<file path="src/misc_sync_pkg.sv">
// ---------------------------------------------------------------------------
// misc sync control package
// ---------------------------------------------------------------------------
// holds offsets, field positions, reset values and state codes for the
// miscellaneous and sync control register bank and its serial write port.
// assumes nothing of its surroundings.
package misc_sync_pkg;

  // -------------------------------------------------------------------------
  // serial frame layout
  // -------------------------------------------------------------------------
  localparam int ADDR_W = 8;
  localparam int DATA_W = 28;
  localparam int FRAME_BITS = ADDR_W + DATA_W;
  localparam int COUNT_W = 6;
  localparam logic [COUNT_W-1:0] FRAME_COUNT = 6'h24;   // 36 bits per frame
  localparam logic [COUNT_W-1:0] OVER_COUNT = 6'h25;    // more bits than a frame

  // -------------------------------------------------------------------------
  // register offsets
  // -------------------------------------------------------------------------
  localparam logic [ADDR_W-1:0] SOFT_RESET_OFS = 8'h10;
  localparam logic [ADDR_W-1:0] OUTPUT_ENABLE_OFS = 8'h11;
  localparam logic [ADDR_W-1:0] TEST_REG_A_OFS = 8'h12;
  localparam logic [ADDR_W-1:0] TEST_REG_B_OFS = 8'h13;
  localparam logic [ADDR_W-1:0] TIMING_CORE_RELEASE_OFS = 8'h14;
  localparam logic [ADDR_W-1:0] CLOCK_INPUT_BIAS_OFS = 8'h15;
  localparam logic [ADDR_W-1:0] TEST_REG_C_OFS = 8'h16;
  localparam logic [ADDR_W-1:0] FRAME_LOAD_CONTROL_OFS = 8'h17;
  localparam logic [ADDR_W-1:0] TEST_REG_D_OFS = 8'h18;
  localparam logic [ADDR_W-1:0] TEST_REG_E_OFS = 8'h19;
  localparam logic [ADDR_W-1:0] TEST_REG_F_OFS = 8'h20;
  localparam logic [ADDR_W-1:0] SYNC_POLARITY_OFS = 8'h21;
  localparam logic [ADDR_W-1:0] TEST_REG_G_OFS = 8'h22;

  // -------------------------------------------------------------------------
  // field positions
  // -------------------------------------------------------------------------
  localparam int SOFT_RESET_BIT = 0;
  localparam int OUTPUT_ENABLE_BIT = 0;
  localparam int CORE_RELEASE_BIT = 0;
  localparam int CLOCK_BIAS_BIT = 0;
  localparam int SYNC_POLARITY_BIT = 0;
  localparam int LINE_W = 13;
  localparam int LOAD_LINE_LSB = 0;
  localparam int LOAD_INHIBIT_BIT = 13;

  // -------------------------------------------------------------------------
  // reset values
  // -------------------------------------------------------------------------
  localparam logic SOFT_RESET_RST = 1'b0;
  localparam logic OUTPUT_ENABLE_RST = 1'b0;
  localparam logic CORE_RELEASE_RST = 1'b0;
  localparam logic CLOCK_BIAS_RST = 1'b0;
  localparam logic LOAD_INHIBIT_RST = 1'b0;
  localparam logic SYNC_POLARITY_RST = 1'b0;
  localparam logic [LINE_W-1:0] LOAD_LINE_RST = 13'h0000;

  // -------------------------------------------------------------------------
  // serial port states
  // -------------------------------------------------------------------------
  typedef enum logic [2:0] {
    SP_IDLE = 3'b001,
    SP_SHIFT = 3'b010,
    SP_COMMIT = 3'b100
  } serial_state_t;

endpackage

</file>
<file path="src/serial_write_port.sv">
// serial write port of the register bank
// assumes sckSync, sdataSync and loadSync_n are already synchronised to clock
`timescale 1ns/10ps
module serial_write_port
  import misc_sync_pkg::*;
(
  input wire logic clock,
  input wire logic rst_n,
  input wire logic sckSync,
  input wire logic sdataSync,
  input wire logic loadSync_n,
  output logic writeStrobe,
  output logic [ADDR_W-1:0] writeAddr,
  output logic [DATA_W-1:0] writeData
);

  serial_state_t state_reg;
  logic sckPrev_reg;
  logic [FRAME_BITS-1:0] shift_reg;
  logic [COUNT_W-1:0] count_reg;
  logic sckRise;

  // -------------------------------------------------------------------------
  // edge of shift clock
  // -------------------------------------------------------------------------
  assign sckRise = sckSync & ~sckPrev_reg;

  // previous shift clock level
  always_ff @(posedge clock) begin
    if (!rst_n) begin
      sckPrev_reg <= 1'b0;
    end else begin
      sckPrev_reg <= sckSync;
    end
  end

  // frame state: load low opens, load high closes
  always_ff @(posedge clock) begin
    if (!rst_n) begin
      state_reg <= SP_IDLE;
    end else begin
      case (state_reg)
        SP_IDLE: begin
          if (!loadSync_n) begin
            state_reg <= SP_SHIFT;
          end
        end
        SP_SHIFT: begin
          if (loadSync_n) begin
            state_reg <= SP_COMMIT;
          end
        end
        SP_COMMIT: state_reg <= SP_IDLE;
        default: state_reg <= SP_IDLE;
      endcase
    end
  end

  // shift in lsb first, count saturates past a whole frame
  always_ff @(posedge clock) begin
    if (!rst_n) begin
      shift_reg <= '0;
      count_reg <= '0;
    end else if (state_reg == SP_IDLE) begin
      count_reg <= '0;
    end else if (state_reg == SP_SHIFT && sckRise && !loadSync_n) begin
      shift_reg <= {sdataSync, shift_reg[FRAME_BITS-1:1]};
      if (count_reg != OVER_COUNT) begin
        count_reg <= count_reg + 6'h01;
      end
    end
  end

  // commit only a frame of exactly 36 bits
  always_ff @(posedge clock) begin
    if (!rst_n) begin
      writeStrobe <= 1'b0;
      writeAddr <= '0;
      writeData <= '0;
    end else begin
      writeStrobe <= (state_reg == SP_COMMIT) && (count_reg == FRAME_COUNT);
      if (state_reg == SP_COMMIT) begin
        writeAddr <= shift_reg[ADDR_W-1:0];
        writeData <= shift_reg[FRAME_BITS-1:ADDR_W];
      end
    end
  end

endmodule

</file>
<file path="src/misc_sync_control_regs.sv">
// miscellaneous and sync control register bank with serial write port
// assumes clock at 20 MHz; serial pins and sync inputs are asynchronous
`timescale 1ns/10ps
module misc_sync_control_regs
  import misc_sync_pkg::*;
#(
  parameter int TIMING_W = 8,
  parameter logic [TIMING_W-1:0] TIMING_IDLE = '0
)
(
  input wire logic clock,
  input wire logic rst_n,
  input wire logic serialClock,
  input wire logic serialData,
  input wire logic serialLoad_n,
  input wire logic verticalSync,
  input wire logic horizontalSync,
  input wire logic [TIMING_W-1:0] timingIn,
  output logic [TIMING_W-1:0] timingOut,
  output logic outputsActive,
  output logic timingCoreReset_n,
  output logic clockBiasEnable,
  output logic softResetPulse,
  output logic [LINE_W-1:0] currentLine
);

  // -------------------------------------------------------------------------
  // parameter check
  // -------------------------------------------------------------------------
  if (TIMING_W < 1) begin : gBadWidth
    $error("TIMING_W must be at least 1");
  end

  localparam int SYNC_N = 5;

  logic [SYNC_N-1:0] pinRaw;
  logic [SYNC_N-1:0] stage1_reg;
  logic [SYNC_N-1:0] stage2_reg;
  logic sckSync;
  logic sdataSync;
  logic loadSync_n;
  logic vdSync;
  logic hdSync;

  logic writeStrobe;
  logic [ADDR_W-1:0] writeAddr;
  logic [DATA_W-1:0] writeData;

  logic softReset_reg;
  logic oePending_reg;
  logic oeActive_reg;
  logic coreRelease_reg;
  logic clockBias_reg;
  logic [LINE_W-1:0] loadLine_reg;
  logic loadInhibit_reg;
  logic syncPolarity_reg;

  logic vdPrev_reg;
  logic hdPrev_reg;
  logic [LINE_W-1:0] lineCount_reg;
  logic fieldLoaded_reg;
  logic outputsActive_reg;
  logic [TIMING_W-1:0] timingOut_reg;

  logic vdAsserted;
  logic hdAsserted;
  logic vdEdge;
  logic hdEdge;
  logic loadPoint;
  logic bankClear;

  // -------------------------------------------------------------------------
  // input synchronisers
  // -------------------------------------------------------------------------
  assign pinRaw = {horizontalSync, verticalSync, serialLoad_n, serialData, serialClock};

  // two flops per pin, first flop feeds only the second
  for (genvar i = 0; i < SYNC_N; i++) begin : gSync
    always_ff @(posedge clock) begin
      if (!rst_n) begin
        stage1_reg[i] <= (i == 2);
        stage2_reg[i] <= (i == 2);
      end else begin
        stage1_reg[i] <= pinRaw[i];
        stage2_reg[i] <= stage1_reg[i];
      end
    end
  end

  assign sckSync = stage2_reg[0];
  assign sdataSync = stage2_reg[1];
  assign loadSync_n = stage2_reg[2];
  assign vdSync = stage2_reg[3];
  assign hdSync = stage2_reg[4];

  // -------------------------------------------------------------------------
  // serial write port
  // -------------------------------------------------------------------------
  serial_write_port uSerial (
    .clock(clock),
    .rst_n(rst_n),
    .sckSync(sckSync),
    .sdataSync(sdataSync),
    .loadSync_n(loadSync_n),
    .writeStrobe(writeStrobe),
    .writeAddr(writeAddr),
    .writeData(writeData)
  );

  // address match of a committed write
  function automatic logic hit(input logic [ADDR_W-1:0] ofs);
    hit = writeStrobe && (writeAddr == ofs);
  endfunction

  // -------------------------------------------------------------------------
  // soft reset
  // -------------------------------------------------------------------------
  // whole bank back to defaults
  assign bankClear = softReset_reg;

  // trigger self clears after one cycle
  always_ff @(posedge clock) begin
    if (!rst_n) begin
      softReset_reg <= SOFT_RESET_RST;
    end else if (softReset_reg) begin
      softReset_reg <= 1'b0;
    end else if (hit(SOFT_RESET_OFS)) begin
      softReset_reg <= writeData[SOFT_RESET_BIT];
    end
  end

  assign softResetPulse = softReset_reg;

  // -------------------------------------------------------------------------
  // immediate registers
  // -------------------------------------------------------------------------
  // immediate update at write completion
  always_ff @(posedge clock) begin
    if (!rst_n || bankClear) begin
      coreRelease_reg <= CORE_RELEASE_RST;
      clockBias_reg <= CLOCK_BIAS_RST;
      loadLine_reg <= LOAD_LINE_RST;
      loadInhibit_reg <= LOAD_INHIBIT_RST;
      syncPolarity_reg <= SYNC_POLARITY_RST;
      oePending_reg <= OUTPUT_ENABLE_RST;
    end else begin
      if (hit(TIMING_CORE_RELEASE_OFS)) begin
        coreRelease_reg <= writeData[CORE_RELEASE_BIT];
      end
      if (hit(CLOCK_INPUT_BIAS_OFS)) begin
        clockBias_reg <= writeData[CLOCK_BIAS_BIT];
      end
      if (hit(FRAME_LOAD_CONTROL_OFS)) begin
        loadLine_reg <= writeData[LOAD_LINE_LSB +: LINE_W];
        loadInhibit_reg <= writeData[LOAD_INHIBIT_BIT];
      end
      if (hit(SYNC_POLARITY_OFS)) begin
        syncPolarity_reg <= writeData[SYNC_POLARITY_BIT];
      end
      if (hit(OUTPUT_ENABLE_OFS)) begin
        oePending_reg <= writeData[OUTPUT_ENABLE_BIT];
      end
    end
  end

  assign timingCoreReset_n = coreRelease_reg;
  assign clockBiasEnable = clockBias_reg;

  // -------------------------------------------------------------------------
  // sync edges and line counter
  // -------------------------------------------------------------------------
  // polarity applied to both syncs
  assign vdAsserted = syncPolarity_reg ? vdSync : ~vdSync;
  assign hdAsserted = syncPolarity_reg ? hdSync : ~hdSync;
  assign vdEdge = vdAsserted & ~vdPrev_reg;
  assign hdEdge = hdAsserted & ~hdPrev_reg;

  // previous asserted levels
  always_ff @(posedge clock) begin
    if (!rst_n) begin
      vdPrev_reg <= 1'b1;
      hdPrev_reg <= 1'b1;
    end else begin
      vdPrev_reg <= vdAsserted;
      hdPrev_reg <= hdAsserted;
    end
  end

  // line within field, zero after vertical edge
  always_ff @(posedge clock) begin
    if (!rst_n) begin
      lineCount_reg <= '0;
    end else if (vdEdge) begin
      lineCount_reg <= '0;
    end else if (hdEdge) begin
      lineCount_reg <= lineCount_reg + 13'h0001;
    end
  end

  assign currentLine = lineCount_reg;

  // -------------------------------------------------------------------------
  // frame load of output enable
  // -------------------------------------------------------------------------
  // load once per field at the chosen line; inhibit blocks it
  assign loadPoint = !loadInhibit_reg && !fieldLoaded_reg && !vdEdge
                     && (lineCount_reg == loadLine_reg);

  // one load per field
  always_ff @(posedge clock) begin
    if (!rst_n || bankClear) begin
      fieldLoaded_reg <= 1'b1;
    end else if (vdEdge) begin
      fieldLoaded_reg <= 1'b0;
    end else if (loadPoint) begin
      fieldLoaded_reg <= 1'b1;
    end
  end

  // output enable waits for load point
  always_ff @(posedge clock) begin
    if (!rst_n || bankClear) begin
      oeActive_reg <= OUTPUT_ENABLE_RST;
    end else if (loadPoint) begin
      oeActive_reg <= oePending_reg;
    end
  end

  // -------------------------------------------------------------------------
  // output gating
  // -------------------------------------------------------------------------
  // start at next vertical edge; drop when disabled
  always_ff @(posedge clock) begin
    if (!rst_n || bankClear) begin
      outputsActive_reg <= 1'b0;
    end else if (!oeActive_reg) begin
      outputsActive_reg <= 1'b0;
    end else if (vdEdge) begin
      outputsActive_reg <= 1'b1;
    end
  end

  always_ff @(posedge clock) begin
    if (!rst_n) begin
      timingOut_reg <= TIMING_IDLE;
    end else begin
      timingOut_reg <= outputsActive_reg ? timingIn : TIMING_IDLE;
    end
  end

  assign timingOut = timingOut_reg;
  assign outputsActive = outputsActive_reg;

endmodule

</file>
<file path="config.mk">
export PLATFORM = sky130hd
export DESIGN_NAME = misc_sync_control_regs
export DESIGN_NICKNAME = d
export VERILOG_FILES = /design/src/misc_sync_pkg.sv /design/src/serial_write_port.sv /design/src/misc_sync_control_regs.sv
export SDC_FILE = /design/constraint.sdc
export NUM_CORES = 1
export LEC_CHECK = 0
export BUFFER_PORTS_ARGS = -buffer_cell sky130_fd_sc_hd__buf_2
export CORE_MARGIN = 10
export CORE_UTILIZATION = 40
export DETAILED_ROUTE_END_ITERATION = 12
export SETUP_SLACK_MARGIN = 0.3
export SYNTH_ARGS = -nofsm -noshare
export SYNTH_HDL_FRONTEND = slang
export SYNTH_HIERARCHICAL = 1
export SYNTH_SLANG_ARGS = --single-unit
export TNS_END_PERCENT = 100
</file>
<file path="constraint.sdc">
create_clock -name clock -period 2.1 [get_ports clock]
set_input_delay 0.42 -clock clock [delete_from_list [all_inputs] [get_ports clock]]
set_output_delay 0.42 -clock clock [all_outputs]
set_load 0.01 [all_outputs]
</file>
==> impl_metrics.prom, run 1 <==
# TYPE chip_impl_metric gauge
chip_impl_metric{name="chipHeight",unit="um"} 132
chip_impl_metric{name="powerDensity",unit="nW/um^2"} 875
chip_impl_info{name="hold_path.startpoint",value="serialLoad_n"} 1
chip_impl_info{name="maxUsedRoutingLayer",value="met4"} 1
chip_impl_info{name="setup.worst_path.start_class",value="register"} 1
chip_impl_metric{name="cp_data_required_time",unit="ns"} 2.40
chip_impl_metric{name="total_power",unit="uW"} 5250
chip_impl_metric{name="yosys_warnings",unit=""} 6
chip_impl_metric{name="die_area",unit="um^2"} 17400
chip_impl_metric{name="track_usage",unit="%"} 11.7
chip_impl_metric{name="first_global_vias",unit=""} 3524
chip_impl_metric{name="syn_area",unit="um^2"} 5020
chip_impl_metric{name="final_nets",unit=""} 564
chip_impl_metric{name="r2r_slack",unit="ns"} 0.32
chip_impl_info{name="worstSetupEndpointType",value="register"} 1
chip_impl_metric{name="final-hold-violation-count",unit=""} 0
chip_impl_metric{name="fin_skew",unit="ns"} 0.00386
chip_impl_metric{name="grt_first_pass_wirelength",unit="mm"} 17.0
chip_impl_metric{name="num_io_pins",unit=""} 40
chip_impl_metric{name="final_min_period_over_clock_period",unit="%"} 84.9
chip_impl_metric{name="slew_viol_final",unit=""} 0
chip_impl_metric{name="vdd_drop_max",unit="uV"} 496
chip_impl_metric{name="cts_max_level",unit=""} 4
chip_impl_metric{name="post-route-util",unit="%"} 49.3
chip_impl_info{name="cts_tree",value="yes"} 1
chip_impl_metric{name="timing.fmax",unit="MHz"} 561
chip_impl_metric{name="final-instance-count-excl-fill",unit=""} 724
chip_impl_metric{name="clock_insertion_delay_worst_skew",unit="ns"} 0.41
chip_impl_info{name="critPathKind",value="register to register"} 1
chip_impl_metric{name="floorplan.rows",unit=""} 40
chip_impl_metric{name="max_cap_viol_count",unit=""} 0
chip_impl_metric{name="crit_arrival",unit="ns"} 2.08
chip_impl_metric{name="cts.sink_count",unit=""} 124
chip_impl_metric{name="clk_pin_slew",unit="ns"} 0.05
chip_impl_metric{name="routedWlPerCell",unit="um"} 13.6
chip_impl_info{name="worstSetupStartpoint",value="uSerial/writeAddr[5]"} 1
chip_impl_metric{name="worstMarginPinSlew",unit="ns"} 0.562
chip_impl_metric{name="final_layout_size_suffix_gt1_share",unit="%"} 18.2
chip_impl_metric{name="timing.critical_path.buf_inv",unit=""} 1
chip_impl_metric{name="num_antenna_cells",unit=""} 0
chip_impl_metric{name="cts-buffers-inserted",unit=""} 17
chip_impl_metric{name="antenna_violations_before_repair",unit=""} 1
chip_impl_metric{name="met1_layer_wirelength_in_the_final_routing",unit="mm"} 4.56
chip_impl_metric{name="max_reg_flops",unit=""} 36
chip_impl_metric{name="setup_tns",unit="ns"} 0
chip_impl_metric{name="dp.cells",unit=""} 692
chip_impl_metric{name="core-area",unit="um^2"} 12200
chip_impl_metric{name="relSlewSlack",unit="%"} 62.2
chip_impl_metric{name="cts_max_path_buffers",unit=""} 2
chip_impl_metric{name="grt_max_degree",unit=""} 38
chip_impl_metric{name="first_iter_violations",unit=""} 179
chip_impl_metric{name="hold_buffers",unit=""} 0
chip_impl_metric{name="timing.critical_path.slowest_cell_delay",unit="ns"} 0.57
chip_impl_info{name="rsz0062_at_grt",value="yes"} 1
chip_impl_metric{name="overflow",unit=""} 0
chip_impl_metric{name="drtPass1Iterations",unit=""} 4
chip_impl_info{name="cp_cell_sequence",value="or4b_4, nor2b_4, and3_4, clkbuf_16, mux2i_1, nor2_1"} 1
chip_impl_info{name="cts_root_buf",value="sky130_fd_sc_hd__clkbuf_16"} 1
chip_impl_info{name="regToRegStartpoint",value="uSerial/writeAddr[5]"} 1
chip_impl_metric{name="drt-vias-per-instance",unit=""} 4.99
chip_impl_metric{name="syn_inst",unit=""} 507
chip_impl_metric{name="wirelength",unit="mm"} 9.84
chip_impl_metric{name="route.met3.wl",unit="um"} 585
chip_impl_metric{name="final_antenna_net_count",unit=""} 0
chip_impl_metric{name="synthesis.area_per_instance",unit="um^2"} 9.91
chip_impl_metric{name="post_synth_net_total",unit=""} 526
chip_impl_info{name="status",value="finished clean"} 1
chip_impl_metric{name="cellLeakagePower",unit="uW"} 0.00217
chip_impl_metric{name="met2WireLength",unit="mm"} 4.58
chip_impl_metric{name="min_period",unit="ns"} 1.78
chip_impl_metric{name="start_util",unit="%"} 41.3
chip_impl_metric{name="route.vias.total",unit=""} 3616
chip_impl_info{name="slowest_stage",value="sky130_fd_sc_hd__or4b_4"} 1
chip_impl_metric{name="syn2layout_area_growth",unit="%"} 19.3
chip_impl_metric{name="hpwlAfterDp",unit="mm"} 6.57
chip_impl_metric{name="die_w",unit="um"} 132
chip_impl_info{name="worstHoldPathType",value="primary input to register"} 1
chip_impl_info{name="cp_top_delay_family",value="simple AND/OR/NAND/NOR gates"} 1
chip_impl_metric{name="drc_errors",unit=""} 0
chip_impl_metric{name="timing.final.setup_violations",unit=""} 0
chip_impl_metric{name="place.gp.congestion",unit=""} 0.765
chip_impl_metric{name="timing.critical_path.fanout_max",unit=""} 7
chip_impl_metric{name="fillerInstances",unit=""} 1133
chip_impl_metric{name="io_buffers",unit=""} 39
-- routing by layer --
layer / vias to the layer above / track usage, %
met5: - / 0
met2: 67 / 18.2
met4: 0 / 5.25
met3: 13 / 4.69
met1: 1699 / 13.9
li1: 1837 / -
-- layout by cell type, fill, tap and decap left out, drive strengths merged, types with 3 or more instances in the layout --
master / instances
nor3: 5
nor2: 31
xor2: 14
inv: 4
mux2i: 44
xnor2: 13
ha: 4
a21boi: 36
nand4: 3
and3: 14
clkbuf: 24
and2: 9
a21oi: 4
nand2: 12
o21ai: 39
nand3: 57
dfxtp: 124
nor2b: 28
nand2b: 4
buf: 53
clkinv: 3
nor4b: 3
nand3b: 3
-- per-stage QoR --
step	setup WS (ns)	cell area (um^2)	hold slack (ns)
after floorplan	0.358	5020	0.386
final	0.317	5990	0.206
after CTS	0.315	5950	0.190
after global placement	0.301	5370	0.418
after detailed placement	0.254	5370	0.423
after global routing	0.267	5990	0.205
-- report_power, final --
part | internal, uW | leakage (uW) | switching, uW
registers | 2370 | 0.00100 | 9.22
clock network | 1820 | 0.000275 | 953
logic | 44.7 | 0.000895 | 55.1
total | 4230 | 0.00217 | 1020
-- cell type report --
class                           instances  area [um^2]  share of cell area, %
Clock inverter                          7         90.1                   1.50
Clock buffer                           23          478                   7.97
Timing Repair Buffer                   54          338                   5.64
Inverter                                4         15.0                  0.250
Sequential cell                       124         2480                   41.5
Multi-Input combinational cell        344         2380                   39.7
Tap cell                              168          210                   3.51
-- worst reg2reg max path, delay by kind of cell (launching register included) --
family	cells	cell delay [ns]
flops	1	0.32
mux	1	0.19
simple gates	4	1.00
buf+inv	1	0.17
-- path summary, 6_finish.rpt --
| check | to | depth (start not counted) |
|---|---|---|
| worst max-delay path | loadLine_reg[3] | 6 |
| worst min register to register | sdataSync | 1 |
| worst max register to register | loadLine_reg[3] | 6 |
| worst min-delay path | stage1_reg[2] | 2 |
-- what timing repair did --
item                                    4_1_cts  5_1_grt
gates resized for setup                       3        3
setup buffers                                 0        1
pin swaps                                     0        1
gates cloned                                  0        1
endpoints found under the setup margin       15       18
No activity file was read; power rests on OpenSTA's default activity.
==> inputs of run 2 (changes only) <==
==> constraint.sdc (replaced) <==
create_clock -name clock -period 1.7 [get_ports clock]
set_input_delay 0.34 -clock clock [delete_from_list [all_inputs] [get_ports clock]]
set_output_delay 0.34 -clock clock [all_outputs]
set_load 0.01 [all_outputs]
==> run 2 against run 1 <==
Effect of this change: the run now ends with negative setup slack left; critical path depth stayed put; total power up 32%; clock skew grew 0.0020 ns; sequential power is 23% higher; final area increased by 23%; global-route usage is 1.7 points higher; first-iteration DRC count up 4.5%; combinational power rose by 74%; non-clock buffer count grew 43; wire length increased by 26%; largest power group unchanged.
==> impl_metrics.prom, run 2 (same netlist as run 1, synthesis figures left out) <==
# TYPE chip_impl_metric gauge
chip_impl_info{name="cts_tree",value="yes"} 1
chip_impl_metric{name="max_reg_flops",unit=""} 36
chip_impl_metric{name="syn2layout_area_growth",unit="%"} 46.3
chip_impl_metric{name="floorplan.rows",unit=""} 40
chip_impl_metric{name="cellLeakagePower",unit="uW"} 0.00265
chip_impl_metric{name="cts.sink_count",unit=""} 124
chip_impl_metric{name="max_cap_viol_count",unit=""} 0
chip_impl_info{name="r2r-end",value="loadLine_reg[2]"} 1
chip_impl_info{name="worstSetupEndpointType",value="register"} 1
chip_impl_metric{name="overflow",unit=""} 0
chip_impl_metric{name="num_antenna_cells",unit=""} 0
chip_impl_info{name="busiest_layer",value="met2"} 1
chip_impl_metric{name="drtPass1Iterations",unit=""} 4
chip_impl_metric{name="use_met3",unit="%"} 4.38
chip_impl_metric{name="grt_max_degree",unit=""} 46
chip_impl_metric{name="place.gp.congestion",unit=""} 0.754
chip_impl_metric{name="clk_pin_slew",unit="ns"} 0.06
chip_impl_metric{name="cts-buffers-inserted",unit=""} 17
chip_impl_info{name="critPathKind",value="register to register"} 1
chip_impl_metric{name="post-route-util",unit="%"} 60.5
chip_impl_metric{name="track_usage",unit="%"} 13.4
chip_impl_info{name="worstHoldPathType",value="primary input to register"} 1
chip_impl_metric{name="cp_data_required_time",unit="ns"} 1.99
chip_impl_metric{name="first_global_vias",unit=""} 3832
chip_impl_metric{name="rr_worst_depth",unit=""} 6
chip_impl_metric{name="final-hold-violation-count",unit=""} 0
chip_impl_metric{name="placedInstanceArea",unit="um^2"} 5530
chip_impl_info{name="violations",value="negative setup slack"} 1
chip_impl_metric{name="vdd_drop_max",unit="uV"} 728
chip_impl_metric{name="grt_first_pass_wirelength",unit="mm"} 19.4
chip_impl_metric{name="area_of_combinational_cells_with_multiple_inputs",unit="um^2"} 2890
chip_impl_metric{name="power_frac_seq",unit="%"} 42.3
chip_impl_metric{name="chipHeight",unit="um"} 132
chip_impl_metric{name="wirelength",unit="mm"} 12.4
chip_impl_metric{name="final-instance-count-excl-fill",unit=""} 769
chip_impl_info{name="cts_root_buf",value="sky130_fd_sc_hd__clkbuf_16"} 1
chip_impl_metric{name="die_w",unit="um"} 132
chip_impl_metric{name="final_nets",unit=""} 607
chip_impl_metric{name="final_layout_size_suffix_gt1_share",unit="%"} 40.8
chip_impl_metric{name="slew_viol_final",unit=""} 0
chip_impl_metric{name="layout_setup_ws",unit="ns"} -0.0946
chip_impl_metric{name="routedWlPerCell",unit="um"} 16.1
chip_impl_metric{name="drt-vias-per-instance",unit=""} 5.11
chip_impl_info{name="rsz0062_at_grt",value="yes"} 1
chip_impl_metric{name="io_buffers",unit=""} 39
chip_impl_metric{name="cts_max_level",unit=""} 4
chip_impl_metric{name="first_iter_violations",unit=""} 187
chip_impl_metric{name="swShare",unit="%"} 19.6
chip_impl_metric{name="num_io_pins",unit=""} 40
chip_impl_metric{name="total_power",unit="uW"} 6930
chip_impl_metric{name="start_util",unit="%"} 41.3
chip_impl_metric{name="global_routing_met1_resource_utilization",unit="%"} 15.8
chip_impl_metric{name="internal_power",unit="uW"} 5570
chip_impl_metric{name="die_area",unit="um^2"} 17400
chip_impl_metric{name="r2r_slack",unit="ns"} -0.09
chip_impl_info{name="regToRegStartpoint",value="uSerial/writeAddr[6]"} 1
chip_impl_metric{name="final_antenna_net_count",unit=""} 0
chip_impl_info{name="most-common-layout-cells",value="sky130_fd_sc_hd__dfxtp_1 (113), sky130_fd_sc_hd__mux2i_1 (40), sky130_fd_sc_hd__buf_2 (39)"} 1
chip_impl_metric{name="core-area",unit="um^2"} 12200
chip_impl_metric{name="crit_arrival",unit="ns"} 2.08
chip_impl_metric{name="worstMarginPinSlew",unit="ns"} 0.363
chip_impl_metric{name="powerDensity",unit="nW/um^2"} 943
chip_impl_metric{name="net-switching-power",unit="uW"} 1360
chip_impl_metric{name="relSlewSlack",unit="%"} 75.4
chip_impl_metric{name="timing.fmax",unit="MHz"} 557
chip_impl_metric{name="cts_max_path_buffers",unit=""} 2
chip_impl_metric{name="timing.final.setup_violations",unit=""} 15
chip_impl_metric{name="drc_errors",unit=""} 0
chip_impl_metric{name="fillerInstances",unit=""} 989
chip_impl_metric{name="finalInstanceArea",unit="um^2"} 7350
chip_impl_metric{name="timing.critical_path.fanout_max",unit=""} 7
chip_impl_metric{name="worst_setup_timing_slack_at_the_placement_stage",unit="ns"} -0.0680
chip_impl_metric{name="clock_insertion_delay_worst_skew",unit="ns"} 0.40
chip_impl_metric{name="grtUsageMet2",unit="%"} 22.2
chip_impl_metric{name="fin_skew",unit="ns"} 0.00584
chip_impl_metric{name="route.vias.total",unit=""} 3933
chip_impl_info{name="worst_setup_ep",value="loadLine_reg[2]"} 1
chip_impl_metric{name="final_min_period_over_clock_period",unit="%"} 106
chip_impl_metric{name="p_comb_share",unit="%"} 2.5
chip_impl_metric{name="min_period",unit="ns"} 1.79
chip_impl_metric{name="hpwlAfterDp",unit="mm"} 6.63
chip_impl_info{name="most_common_library_cell_in_the_layout_ignoring_fill_and_taps",value="sky130_fd_sc_hd__dfxtp_1"} 1
chip_impl_metric{name="share_clk_of_total_power",unit="%"} 55.2
chip_impl_metric{name="sequential_cell_area",unit="um^2"} 2500
chip_impl_info{name="worstSetupStartpoint",value="uSerial/writeAddr[6]"} 1
chip_impl_metric{name="dp.cells",unit=""} 699
chip_impl_info{name="status",value="complete, but fails checks"} 1
chip_impl_metric{name="antenna_violations_before_repair",unit=""} 0
chip_impl_info{name="setup.worst_path.start_class",value="register"} 1
## run 2: cell types whose count changed in the layout (fill, tap and decap cells not counted), moves of 9 or more
cell	change
sky130_fd_sc_hd__a21boi_0	-36
sky130_fd_sc_hd__a21boi_1	+29
sky130_fd_sc_hd__buf_12	+12
sky130_fd_sc_hd__buf_16	+11
sky130_fd_sc_hd__buf_6	+14
sky130_fd_sc_hd__dfxtp_1	-9
sky130_fd_sc_hd__nand3_1	-29
sky130_fd_sc_hd__nand3_2	+25
sky130_fd_sc_hd__o21ai_0	-36
sky130_fd_sc_hd__o21ai_2	+31
## run 2: critical path, cell delays in order (launching register included)
cell and delay [ns]:
sky130_fd_sc_hd__dfxtp_1 0.31, sky130_fd_sc_hd__or4b_4 0.56, sky130_fd_sc_hd__nor2b_4 0.13, sky130_fd_sc_hd__and3_4 0.24, sky130_fd_sc_hd__buf_12 0.14, sky130_fd_sc_hd__mux2i_2 0.22
sky130_fd_sc_hd__nor2_1 0.06
## run 2: timing repair
action / in CTS / in global routing
setup buffers: 13 / 11
pin swaps: 62 / 57
endpoints found under the setup margin: 76 / 88
hold buffers: 0 / 0
gates resized for setup: 132 / 45
gates cloned: 11 / 3
## run 2: per-layer routing
layer | wire length (um) | part of all wire (%)
met1 | 5470 | 44
met2 | 6270 | 51
met3 | 468 | 3.8
met4 | 158 | 1.3
met5 | 0 | 0
## run 2: stage by stage
stage	hold slack (ns)	setup TNS (ns)
after floorplan	0.386	-0.403
after global placement	0.416	-0.0256
after detailed placement	0.410	-0.577
after CTS	0.128	-0.517
after global routing	0.134	-1.43
final	0.139	-0.690
## run 2: final cells by class
cell class	count	share of cell area (%)
Clock buffer	21	6.40
Clock inverter	11	2.23
Inverter	4	0.204
Multi-Input combinational cell	344	39.3
Sequential cell	124	34.0
Tap cell	168	2.86
Timing Repair Buffer	97	15.0
## run 2: power by group through the flow
stage	Sequential (uW)	Clock, uW	Combinational (uW)
after detailed placement	2990	0	130
after global placement	2990	0	128
after floorplan	2990	0	87.6
after CTS	2930	3890	166
final	2930	3820	174
after global routing	2930	4050	188
## run 2: worst min-delay path by stage
stage	slack [ns]	to	start	cells past startpoint
final	0.14	stage1_reg[0]	serialClock	2
after global routing	0.13	stage1_reg[0]	serialClock	2
after CTS	0.13	stage1_reg[0]	serialClock	2
after detailed placement	0.41	loadSync_n	stage1_reg[2]	1
after global placement	0.42	sckSync	stage1_reg[0]	1
after floorplan	0.39	loadSync_n	stage1_reg[2]	1
